File: src/shared/gec_pkg.sv
// Shared constants and types for the gated event counter group
package gec_pkg;
  // ==========================================================
  // Sizes
  localparam int NCNT = 10;
  localparam int CW = 24;
  localparam int AW = 8;
  localparam int DW = 32;
  localparam int NTB = 6;
  localparam int CFG_W = 11;
  // ==========================================================
  // Timebases
  localparam int CLK_HZ = 100_000_000;
  localparam int TB_20M_HZ = 20_000_000;
  localparam int TB_1M_HZ = 1_000_000;
  localparam int TB_100K_HZ = 100_000;
  localparam int TB_10K_HZ = 10_000;
  localparam int TB_1K_HZ = 1_000;
  localparam int TB_100_HZ = 100;
  localparam int DIV_20M = CLK_HZ / TB_20M_HZ;
  localparam int DIV_1M = CLK_HZ / TB_1M_HZ;
  localparam int DIV_100K = CLK_HZ / TB_100K_HZ;
  localparam int DIV_10K = CLK_HZ / TB_10K_HZ;
  localparam int DIV_1K = CLK_HZ / TB_1K_HZ;
  localparam int DIV_100 = CLK_HZ / TB_100_HZ;
  localparam logic [2:0] TB_NONE = 3'h7;
  // ==========================================================
  // Register map: addr[5:2] counter, addr[1:0] register
  localparam int ADDR_CNT_LSB = 2;
  localparam logic [1:0] REG_CFG = 2'h0;
  localparam logic [1:0] REG_CMD = 2'h1;
  localparam logic [1:0] REG_CNT = 2'h2;
  localparam logic [1:0] REG_LOAD = 2'h3;
  // Configuration fields
  localparam int CFG_CAS = 0;
  localparam int CFG_SEL = 1;
  localparam int CFG_HALT = 4;
  localparam int CFG_FALL = 5;
  localparam int CFG_GATE = 6;
  localparam int CFG_PULSE = 9;
  localparam int CFG_GPREV = 10;
  // Command and status bits
  localparam int CMD_START = 0;
  localparam int CMD_STOP = 1;
  localparam int STAT_OVF = 0;
  localparam int STAT_RUN = 1;
  localparam int STAT_OUT = 2;
  localparam int STAT_ARMED = 3;
  // Reset values and limits
  localparam logic [CFG_W-1:0] CFG_RST = 11'h000;
  localparam logic [CW-1:0] LOAD_RST = 24'h000001;
  localparam logic [CW-1:0] MAX16 = 24'h00FFFF;
  localparam logic [CW-1:0] MAX24 = 24'hFFFFFF;
  // ==========================================================
  // Types
  typedef enum logic [2:0] {
    GATE_FREE = 3'h0,
    GATE_HIGH = 3'h1,
    GATE_LOW = 3'h2,
    GATE_RISE = 3'h3,
    GATE_FALL = 3'h4
  } gec_gate_t;
  typedef enum logic [1:0] {
    ST_IDLE = 2'h0,
    ST_ARMED = 2'h1,
    ST_RUN = 2'h3,
    ST_HALT = 2'h2
  } gec_st_t;
endpackage : gec_pkg

File: src/rtl/gec_tbdiv.sv
// Internal timebase divider giving rise and fall enable pulses
`timescale 1ns/1ps
module gec_tbdiv #(
  parameter int DIV = 5
) (
  // Clock and reset
  input wire logic clk_i,
  input wire logic rst_i,
  // Timebase edges
  output logic rise_o,
  output logic fall_o
);
  logic [23:0] cnt_reg;

  always_ff @(posedge clk_i) begin
    if (rst_i) begin
      cnt_reg <= 24'h000000;
      rise_o <= 1'b0;
      fall_o <= 1'b0;
    end else begin
      cnt_reg <= (cnt_reg == 24'(DIV - 1)) ? 24'h000000 : cnt_reg + 24'h000001;
      rise_o <= (cnt_reg == 24'h000000);
      fall_o <= (cnt_reg == 24'(DIV / 2));
    end
  end
endmodule : gec_tbdiv

File: src/rtl/gec_top.sv
// Gated event and time counter group with register port
//
// Design decisions made here: strobed register access and the register offsets.
`timescale 1ns/1ps
module gec_top #(
  parameter bit WIDE = 1'b0,
  parameter int DIV_10K = gec_pkg::DIV_10K,
  parameter int DIV_1K = gec_pkg::DIV_1K,
  parameter int DIV_100 = gec_pkg::DIV_100
) (
  // Clock and reset
  input wire logic clk_i,
  input wire logic rst_i,
  // Register port
  input wire logic [gec_pkg::AW-1:0] addr_i,
  input wire logic [gec_pkg::DW-1:0] wdata_i,
  input wire logic we_i,
  input wire logic re_i,
  output logic [gec_pkg::DW-1:0] rdata_o,
  // Counter pins
  input wire logic [gec_pkg::NCNT-1:0] src_i,
  input wire logic [gec_pkg::NCNT-1:0] gate_i,
  output logic [gec_pkg::NCNT-1:0] out_o
);
  // ==========================================================
  // Neighbour and decode functions
  function automatic logic [3:0] nxt(input logic [3:0] i);
    if (WIDE) begin
      nxt = i ^ 4'h1;
    end else if (i == 4'h4) begin
      nxt = 4'h0;
    end else if (i == 4'h9) begin
      nxt = 4'h5;
    end else begin
      nxt = i + 4'h1;
    end
  endfunction : nxt

  function automatic logic [3:0] prv(input logic [3:0] i);
    if (WIDE) begin
      prv = i ^ 4'h1;
    end else if (i == 4'h0) begin
      prv = 4'h4;
    end else if (i == 4'h5) begin
      prv = 4'h9;
    end else begin
      prv = i - 4'h1;
    end
  endfunction : prv

  function automatic logic [2:0] tbi(input logic [2:0] s);
    if (WIDE) begin
      if (s == 3'h1) begin
        tbi = 3'h0;
      end else if (s == 3'h2) begin
        tbi = 3'h2;
      end else begin
        tbi = gec_pkg::TB_NONE;
      end
    end else if (s != 3'h0 && s <= 3'h5) begin
      tbi = s;
    end else begin
      tbi = gec_pkg::TB_NONE;
    end
  endfunction : tbi

  function automatic logic [3:0] sel_cnt(input logic [gec_pkg::AW-1:0] a);
    sel_cnt = a[gec_pkg::ADDR_CNT_LSB +: 4];
  endfunction : sel_cnt

  // ==========================================================
  // Shared state
  localparam int DIVS [gec_pkg::NTB] = '{gec_pkg::DIV_20M, gec_pkg::DIV_1M,
    gec_pkg::DIV_100K, DIV_10K, DIV_1K, DIV_100};
  localparam int NC = gec_pkg::NCNT;
  localparam int CW = gec_pkg::CW;

  logic [gec_pkg::NTB-1:0] tb_rise;
  logic [gec_pkg::NTB-1:0] tb_fall;
  logic [CW-1:0] cnt_reg [NC];
  logic [CW-1:0] load_reg [NC];
  logic [gec_pkg::CFG_W-1:0] cfg_reg [NC];
  gec_pkg::gec_st_t st_reg [NC];
  logic [NC-1:0] ovf_reg;
  logic [NC-1:0] tick;
  logic [NC-1:0] at_max;
  logic [NC-1:0] tc_stop;
  logic [NC-1:0] cas;
  logic [NC-1:0] start_w;
  logic [NC-1:0] stop_w;
  logic [CW-1:0] max_v;
  logic [3:0] wsel;
  logic [1:0] wreg;
  logic [gec_pkg::DW-1:0] rd_mux;

  assign max_v = WIDE ? gec_pkg::MAX24 : gec_pkg::MAX16;
  assign wsel = sel_cnt(addr_i);
  assign wreg = addr_i[1:0];

  // ==========================================================
  // Timebases
  for (genvar t = 0; t < gec_pkg::NTB; t++) begin : g_tb
    gec_tbdiv #(.DIV(DIVS[t])) u_div (
      .clk_i(clk_i),
      .rst_i(rst_i),
      .rise_o(tb_rise[t]),
      .fall_o(tb_fall[t])
    );
  end

  // ==========================================================
  // Counters
  for (genvar g = 0; g < NC; g++) begin : g_cnt
    localparam logic [3:0] NX = nxt(4'(g));
    localparam logic [3:0] PV = prv(4'(g));
    logic [2:0] sy_src;
    logic [2:0] sy_gate;
    logic src_lvl;
    logic src_prv;
    logic gpin_lvl;
    logic g_lvl;
    logic g_prv;
    logic [2:0] sel;
    logic [2:0] ti;
    logic [2:0] gm;
    logic fall;
    logic halt;
    logic pulse;
    logic hi;
    logic ev;
    logic gate_ok;
    logic gedge;
    logic clr;
    logic inc;
    logic stp;
    logic term;
    logic done;
    gec_pkg::gec_st_t st_next;

    assign sel = cfg_reg[g][gec_pkg::CFG_SEL +: 3];
    assign gm = cfg_reg[g][gec_pkg::CFG_GATE +: 3];
    assign fall = cfg_reg[g][gec_pkg::CFG_FALL];
    assign halt = cfg_reg[g][gec_pkg::CFG_HALT] & ~WIDE;
    assign pulse = cfg_reg[g][gec_pkg::CFG_PULSE];
    assign cas[g] = cfg_reg[g][gec_pkg::CFG_CAS] & ~WIDE;
    assign hi = cas[PV];
    assign ti = tbi(sel);

    // Gate may come from counter PV's pulse output: the preceding counter, or the pair partner (g ^ 1) when WIDE
    assign g_lvl = cfg_reg[g][gec_pkg::CFG_GPREV] ? out_o[PV] : gpin_lvl;
    assign gedge = (gm == gec_pkg::GATE_RISE) ? (g_lvl & ~g_prv) :
                   (gm == gec_pkg::GATE_FALL) ? (~g_lvl & g_prv) : 1'b0;
    assign gate_ok = (gm == gec_pkg::GATE_HIGH) ? g_lvl :
                     (gm == gec_pkg::GATE_LOW) ? ~g_lvl : 1'b1;

    always_comb begin
      if (sel == 3'h0) begin
        ev = fall ? (~src_lvl & src_prv) : (src_lvl & ~src_prv);
      end else if (ti == gec_pkg::TB_NONE) begin
        ev = 1'b0;
      end else begin
        ev = fall ? tb_fall[ti] : tb_rise[ti];
      end
    end

    assign tick[g] = (st_reg[g] == gec_pkg::ST_RUN) && gate_ok && ev;
    assign at_max[g] = (cnt_reg[g] == max_v);
    assign term = cas[g] ? (at_max[g] && at_max[NX]) : at_max[g];
    assign tc_stop[g] = tick[g] && halt && !pulse && term;
    assign done = tick[g] && pulse && (cnt_reg[g] <= 24'h000001);
    assign inc = hi ? (tick[PV] && at_max[PV] && !tc_stop[PV]) : tick[g];
    assign clr = start_w[g] || (hi && start_w[PV]);
    assign stp = hi ? stop_w[PV] : stop_w[g];

    assign start_w[g] = we_i && (wreg == gec_pkg::REG_CMD) && (wsel == 4'(g)) &&
                        wdata_i[gec_pkg::CMD_START] && !wdata_i[gec_pkg::CMD_STOP];
    assign stop_w[g] = we_i && (wreg == gec_pkg::REG_CMD) && (wsel == 4'(g)) &&
                       wdata_i[gec_pkg::CMD_STOP];

    always_comb begin
      st_next = st_reg[g];
      if (stop_w[g]) begin
        st_next = gec_pkg::ST_IDLE;
      end else if (start_w[g]) begin
        if (gm == gec_pkg::GATE_RISE || gm == gec_pkg::GATE_FALL) begin
          st_next = gec_pkg::ST_ARMED;
        end else begin
          st_next = gec_pkg::ST_RUN;
        end
      end else begin
        unique case (st_reg[g])
          gec_pkg::ST_ARMED: begin
            if (gedge) begin
              st_next = gec_pkg::ST_RUN;
            end
          end
          gec_pkg::ST_RUN: begin
            if (tc_stop[g] || done) begin
              st_next = gec_pkg::ST_HALT;
            end
          end
          gec_pkg::ST_IDLE, gec_pkg::ST_HALT: begin
            st_next = st_reg[g];
          end
        endcase
      end
    end

    // Pin synchronisers: a level counts once stages two and three agree
    always_ff @(posedge clk_i) begin
      if (rst_i) begin
        sy_src <= 3'h0;
        sy_gate <= 3'h0;
        src_lvl <= 1'b0;
        src_prv <= 1'b0;
        gpin_lvl <= 1'b0;
        g_prv <= 1'b0;
      end else begin
        sy_src <= {sy_src[1:0], src_i[g]};
        sy_gate <= {sy_gate[1:0], gate_i[g]};
        if (sy_src[1] == sy_src[2]) begin
          src_lvl <= sy_src[2];
        end
        if (sy_gate[1] == sy_gate[2]) begin
          gpin_lvl <= sy_gate[2];
        end
        src_prv <= src_lvl;
        g_prv <= g_lvl;
      end
    end

    always_ff @(posedge clk_i) begin
      if (rst_i) begin
        cfg_reg[g] <= gec_pkg::CFG_RST;
        load_reg[g] <= gec_pkg::LOAD_RST;
      end else if (we_i && wsel == 4'(g)) begin
        if (wreg == gec_pkg::REG_CFG) begin
          cfg_reg[g] <= wdata_i[gec_pkg::CFG_W-1:0];
        end
        if (wreg == gec_pkg::REG_LOAD) begin
          load_reg[g] <= wdata_i[CW-1:0];
        end
      end
    end

    always_ff @(posedge clk_i) begin
      if (rst_i) begin
        st_reg[g] <= gec_pkg::ST_IDLE;
      end else begin
        st_reg[g] <= st_next;
      end
    end

    // Single gate pulse: high from run start until the load runs out
    always_ff @(posedge clk_i) begin
      if (rst_i) begin
        out_o[g] <= 1'b0;
      end else begin
        out_o[g] <= pulse && (st_next == gec_pkg::ST_RUN);
      end
    end

    always_ff @(posedge clk_i) begin
      if (rst_i) begin
        cnt_reg[g] <= 24'h000000;
      end else if (clr) begin
        cnt_reg[g] <= (pulse && !hi) ? load_reg[g] : 24'h000000;
      end else if (inc && !stp) begin
        if (pulse && !hi) begin
          cnt_reg[g] <= done ? 24'h000000 : cnt_reg[g] - 24'h000001;
        end else if (!tc_stop[g]) begin
          cnt_reg[g] <= at_max[g] ? 24'h000000 : cnt_reg[g] + 24'h000001;
        end
      end
    end

    always_ff @(posedge clk_i) begin
      if (rst_i) begin
        ovf_reg[g] <= 1'b0;
      end else if (clr) begin
        ovf_reg[g] <= 1'b0;
      end else if (!stp && (tc_stop[g] || (WIDE && inc && at_max[g] && !pulse))) begin
        ovf_reg[g] <= 1'b1;
      end
    end

  end

  // ==========================================================
  // Read port
  always_comb begin
    logic [3:0] rs;
    rs = sel_cnt(addr_i);
    rd_mux = 32'h00000000;
    if (rs < 4'(NC)) begin
      unique case (addr_i[1:0])
        gec_pkg::REG_CFG: rd_mux = {21'h000000, cfg_reg[rs]};
        gec_pkg::REG_CMD: begin
          rd_mux[gec_pkg::STAT_OVF] = ovf_reg[rs];
          rd_mux[gec_pkg::STAT_RUN] = (st_reg[rs] == gec_pkg::ST_RUN);
          rd_mux[gec_pkg::STAT_OUT] = out_o[rs];
          rd_mux[gec_pkg::STAT_ARMED] = (st_reg[rs] == gec_pkg::ST_ARMED);
        end
        gec_pkg::REG_CNT: begin
          if (cas[rs]) begin
            rd_mux = {cnt_reg[nxt(rs)][15:0], cnt_reg[rs][15:0]};
          end else begin
            rd_mux = {8'h00, cnt_reg[rs]};
          end
        end
        gec_pkg::REG_LOAD: rd_mux = {8'h00, load_reg[rs]};
      endcase
    end
  end

  always_ff @(posedge clk_i) begin
    if (rst_i) begin
      rdata_o <= 32'h00000000;
    end else if (re_i) begin
      rdata_o <= rd_mux;
    end else begin
      rdata_o <= 32'h00000000;
    end
  end
endmodule : gec_top

File: config.mk
export PLATFORM = sky130hd
export DESIGN_NAME = gec_top
export DESIGN_NICKNAME = d
export VERILOG_FILES = /design/src/shared/gec_pkg.sv /design/src/rtl/gec_tbdiv.sv /design/src/rtl/gec_top.sv
export SDC_FILE = /design/constraint.sdc
export NUM_CORES = 2
export LEC_CHECK = 0
export ABC_AREA = 1
export BUFFER_PORTS_ARGS = -buffer_cell sky130_fd_sc_hd__buf_2
export CORE_ASPECT_RATIO = 1.1
export CORE_MARGIN = 4
export CORE_UTILIZATION = 30
export CTS_CLUSTER_SIZE = 24
export DETAILED_ROUTE_END_ITERATION = 10
export SKIP_CTS_REPAIR_TIMING = 1
export SYNTH_ARGS = -nofsm -noshare
export SYNTH_HDL_FRONTEND = slang
export SYNTH_HIERARCHICAL = 1
export SYNTH_SLANG_ARGS = --single-unit
File: constraint.sdc
create_clock -name clk_i -period 4.1 [get_ports clk_i]
set_input_delay 0.41 -clock clk_i [delete_from_list [all_inputs] [get_ports clk_i]]
set_output_delay 0.41 -clock clk_i [all_outputs]
set_load 0.05 [all_outputs]
* Word level (Yosys, flattened, before mapping)
Memory sizes are Yosys's and may differ from the RTL's.
Index checks and enable logic that the tools add are counted.
** Word-level totals
- Memories kept :: 4
- RAM bits :: 610
- Bits in registers :: 308
- Output and inout port bits :: 42
- Bits of input ports :: 64
- Word-level logic and storage cells :: 1336
** Memory list
- cnt_reg :: words 10, width 24, read ports 12, clocked after memory_dff 0, wr ports 10, RTL line gec_top.sv:80 : logic [CW-1:0] cnt_reg [NC];
- load_reg :: words 10, width 24, read ports 11, clocked after memory_dff 0, wr ports 10, RTL line gec_top.sv:81 : logic [CW-1:0] load_reg [NC];
- cfg_reg :: words 10, width 11, read ports 11, clocked after memory_dff 0, wr ports 10, RTL line gec_top.sv:82 : logic [gec_pkg::CFG_W-1:0] cfg_reg [NC];
- st_reg :: words 10, width 2, read ports 11, clocked after memory_dff 0, wr ports 10, RTL line gec_top.sv:83 : gec_pkg::gec_st_t st_reg [NC];
** Cells by class
- $lt $le $gt $ge :: 32
- Equal/unequal tests :: 146
- Mux-type cells :: 539
- Reductions and logical operators :: 347
- Add/sub/neg operators :: 27
- Bitwise operators :: 142
** Operator list (count)
- 24-bit two-way mux :: 70
- 24-bit by 1-bit adder with 24-bit output (second input constant) :: 16
- 1-bit two-way mux :: 348
- 24-bit by 16-bit equality test with 1-bit output (second input constant) :: 11
- 24-bit by 1-bit <= comparator with 1-bit output (second input constant) :: 10
- 24-bit by 1-bit subtractor with 24-bit output (second input constant) :: 10
- 1-bit logical AND :: 211
- 24-bit zero test :: 6
- 2-bit two-way mux :: 60
- 11-bit two-way mux :: 10
- 28-bit one-hot mux with 3 select lines :: 1
- 2-bit equality test (second input constant) :: 33
- 1-bit binary-select mux with 3-bit select :: 20
- 3-bit by 2-bit equality test with 1-bit output (second input constant) :: 20
- 3-bit equality test (second input constant) :: 20
- 1-bit bitwise OR :: 60
- 2-bit one-hot mux with 3 select lines :: 10
- 2-bit OR reduction :: 26
- 1-bit inverter :: 42
- 1-bit zero test :: 41
- 1-bit AND :: 40
- 3-bit by 4-bit less-than comparator with 1-bit output (second input constant) :: 10
- 32-bit two-way mux :: 1
- 3-bit by 1-bit equality test with 1-bit output (second input constant) :: 10
- 31 further kinds :: 147

* Logic depth before layout (Yosys ltp)
An unclocked memory read counts as a cell.
- Depth in word-level cells :: 23
- Depth in mapped cells :: 17
- Mapped depth without buffers :: 16

* Cells and area by module
The synthesis kept the hierarchy.
** Modules (own cells, without submodules)
- gec_top :: cells an instance 7575, instances 1, sequential area each 21160.3 um2, area an instance 53607.7 um2
- gec_tbdiv (g_tb[5].u_div) :: cells an instance 211, instances 1, sequential area each 520.5 um2, area an instance 1462.7 um2
- gec_tbdiv (g_tb[1].u_div) :: cells an instance 206, instances 1, sequential area each 520.5 um2, area an instance 1445.1 um2
- gec_tbdiv (g_tb[2].u_div) :: cells an instance 221, instances 1, sequential area each 520.5 um2, area an instance 1436.4 um2
- gec_tbdiv (g_tb[3].u_div) :: cells an instance 217, instances 1, sequential area each 520.5 um2, area an instance 1433.9 um2
- gec_tbdiv (g_tb[0].u_div) :: cells an instance 221, instances 1, sequential area each 520.5 um2, area an instance 1431.4 um2
- gec_tbdiv (g_tb[4].u_div) :: cells an instance 212, instances 1, sequential area each 520.5 um2, area an instance 1416.4 um2

* Least setup slack after synthesis
Ideal clock, no wire load.
- Path type :: input to register
- Start point :: input addr_i[2] (netlist name)
- End point :: memory load_reg[3][0], enable pin
- Library setup time :: 438 ps
- Buffers on the path :: 3
- Arrival time :: 2961 ps
- Cell stages on the path :: 7
- Slack :: 700 ps
- Required time :: 3662 ps
- Cells stage by stage :: buf_4 > nand2_1 > buf_2 > buf_1 > nor2_1 > inv_1 > o21ai_0
** RTL lines
- from (decl) :: RTL line gec_top.sv:15 : input wire logic [gec_pkg::AW-1:0] addr_i,
- to (decl) :: RTL line gec_top.sv:81

==> metrics <==
most frequent cells after synthesis=1713 x nand2_1, 1553 x nor2_1, 1103 x inv_1, 832 x nand3_1, 590 x edfxtp_1; Leak Pwr=29.03 nW; Worst EP required=4570 ps; Die ar.=214800 um2; Syn Nets=8971; clock sinks=918; run status=finished clean; fmax=0.2648 GHz; Slowest-stage cell, CP=nor2_2; Seq cells post-synth=918; setup TNS=0 ps; most used routing layer=met2; clk_skew=60.74 ps; setup slack after layout=323.7 ps; Tcrit/Tclk final=92.10%; hold-critical path depth=2; Post-DRT Antenna Nets=0; Worst VDD drop=326.5 uV; via count=64320; Startpoint Class=flip-flop; drt drc=0; ys async rst share=0%; Site Rows=175; initial antenna violation count=21; pre-CTS setup slack=379.3 ps; Critical Path AT=4250 ps; Post-Synthesis Cells=8863; number of global-route vias before repair=59380; CP delay by family, top=simple AND/OR/NAND/NOR gates; met1 usage=34.30%; post-synthesis sequential area ratio=39.02%; minimum clock period=3776 ps; cell taking the most area after synthesis=edfxtp_1; DR pass1 iterations=9; final hold vios=0; initial drt markers=8665; DR WL/cell=25.15 um; WHS=27.32 ps; CP max FO=24; synth unique cells=69; Area Growth Syn to Fin=13.43%; GRT Resource Usage Total=26.35%; Max clock buf depth=3; most used cell along the critical path=nand2_1; R2R depth=14; Worst path max stage delay=610 ps; HPWL Detailed=226100 um; post-synth top area share=28.47%; Die Wd=442.3 um; critical-path cell list=inv_1 > nor3_4 > nand2_2 > nor2_2 > nand2_1 > nor2_2 > nor2_1 > nor2_1 > nand4_1 > nand2_1 > inv_2 > nand2_1 > nand3_1 > buf_4; Worst path depth=14; pwr dens=361.3 nW/um2; M2 GR Usage=39.22%; EDFF count, synth=590; Worst setup EP type=flip-flop; min-delay worst type=in2reg; Die Y=485.7 um; Vias/cell=5.468; top_reg_cell synth=edfxtp_1; clk root buf=clkbuf_16; Setup CP Type=reg2reg; H-tree depth=3; initial core utilization=30.14%; Slew HR=9.417%; port bufs=95; max-slew violations=0; RSZ-0062 raised after global routing=false; CP bufs+invs=3; layout cells sized above 1=8.472%; core area=206500 um2; top-count cell post-synth=nand2_1; largest net degree at the start of global routing=92; I/O pin total=106; yosys warns=6; cts bufs inserted=111; Worst Tran Pin Value=1359 ps; Layout Nets=9016; Maximum Capacitance Violations=0; CTS clk-pin slew, worst paths=70 ps; largest cells by area after synthesis=edfxtp_1 28%, dfxtp_1 11%, nand2_1 10%; Mapped Area=62230 um2; final wirelength=295800 um; gpl congestion=1.071; # setup viols final=0; average cell area after synthesis=7.022 um2; Clk Latency, worst-skew pair=800 ps; GRT overflow=0; first-pass GRT wire length=420300 um; Layout fillers=22110; CTS tree=done; met3 Resource Use GR=4.895%
==> stage by stage <==
step / area (um2) / util, % / instances / power [W]
finish: 70590 / 34.19 / 11760 / 0.02551
floorplan: 62230 / - / 8863 / 0.01286
CTS: 70360 / 34.07 / 11730 / 0.02551
global placement: 66330 / 32.12 / 11520 / 0.01449
detailed placement: 66330 / 32.12 / 11520 / 0.01451
global route: 70580 / 34.18 / 11760 / 0.02625
==> cell type report <==
type / count / area [um2] / share of cell area, %
sequential: 918 / 24280 / 34.40
multi-input combinational: 6360 / 31770 / 45.00
inverter: 1154 / 4337 / 6.143
tap: 2743 / 3432 / 4.862
antenna: 14 / 35.03 / 0.04963
clock buffer: 149 / 3277 / 4.642
clock inverter: 62 / 753.2 / 1.067
timing repair buffer: 363 / 2706 / 3.834
==> power by group <==
group | switching, W | total [W] | internal (W)
sequential | 0.000567 | 0.0108 | 0.0103
combinational | 0.00273 | 0.00367 | 0.000937
clock | 0.00454 | 0.0110 | 0.00646
==> worst paths after layout <==
kind	slack [ps]	to	from
min reg2reg	400	g_cnt[1].sy_gate[1]	g_cnt[1].sy_gate[0]
max	320	cnt_reg[3][5]	cnt_reg[4][5]
min	30	g_cnt[7].g_prv	rst_i
max reg2reg	320	cnt_reg[3][5]	cnt_reg[4][5]
==> per-layer routing <==
layer	vias to the layer above	routed length [um]
met5	-	95
met4	14	25040
met3	762	28630
met2	3723	124500
met1	30290	117500
li1	29540	-
==> cell families after synthesis <==
kind of cell               synth area share (%)
AOI/OAI and AO/OA                         10.59
and+or+nand+nor                           34.99
adders and majority gates                0.8846
buffers and inverters                     10.05
xor gates and xnor gates                  4.461
DFF                                       39.02
==> cell usage in the layout, fill, tap and decap left out, drive strengths merged, types with 71 or more instances in the layout <==
master / netlist / final
a21oi: 270 / 270
a22oi: 129 / 129
buf: 169 / 343
clkbuf: 262 / 149
dfxtp: 328 / 328
edfxtp: 590 / 590
inv: 1128 / 1133
nand2: 1759 / 1759
nand3: 843 / 843
nand4: 370 / 370
nor2: 1636 / 1636
nor3: 179 / 179
o211ai: 71 / 71
o21ai: 340 / 340
o22ai: 108 / 108
xor2: 288 / 288
No activity file was read; power rests on OpenSTA's default activity.
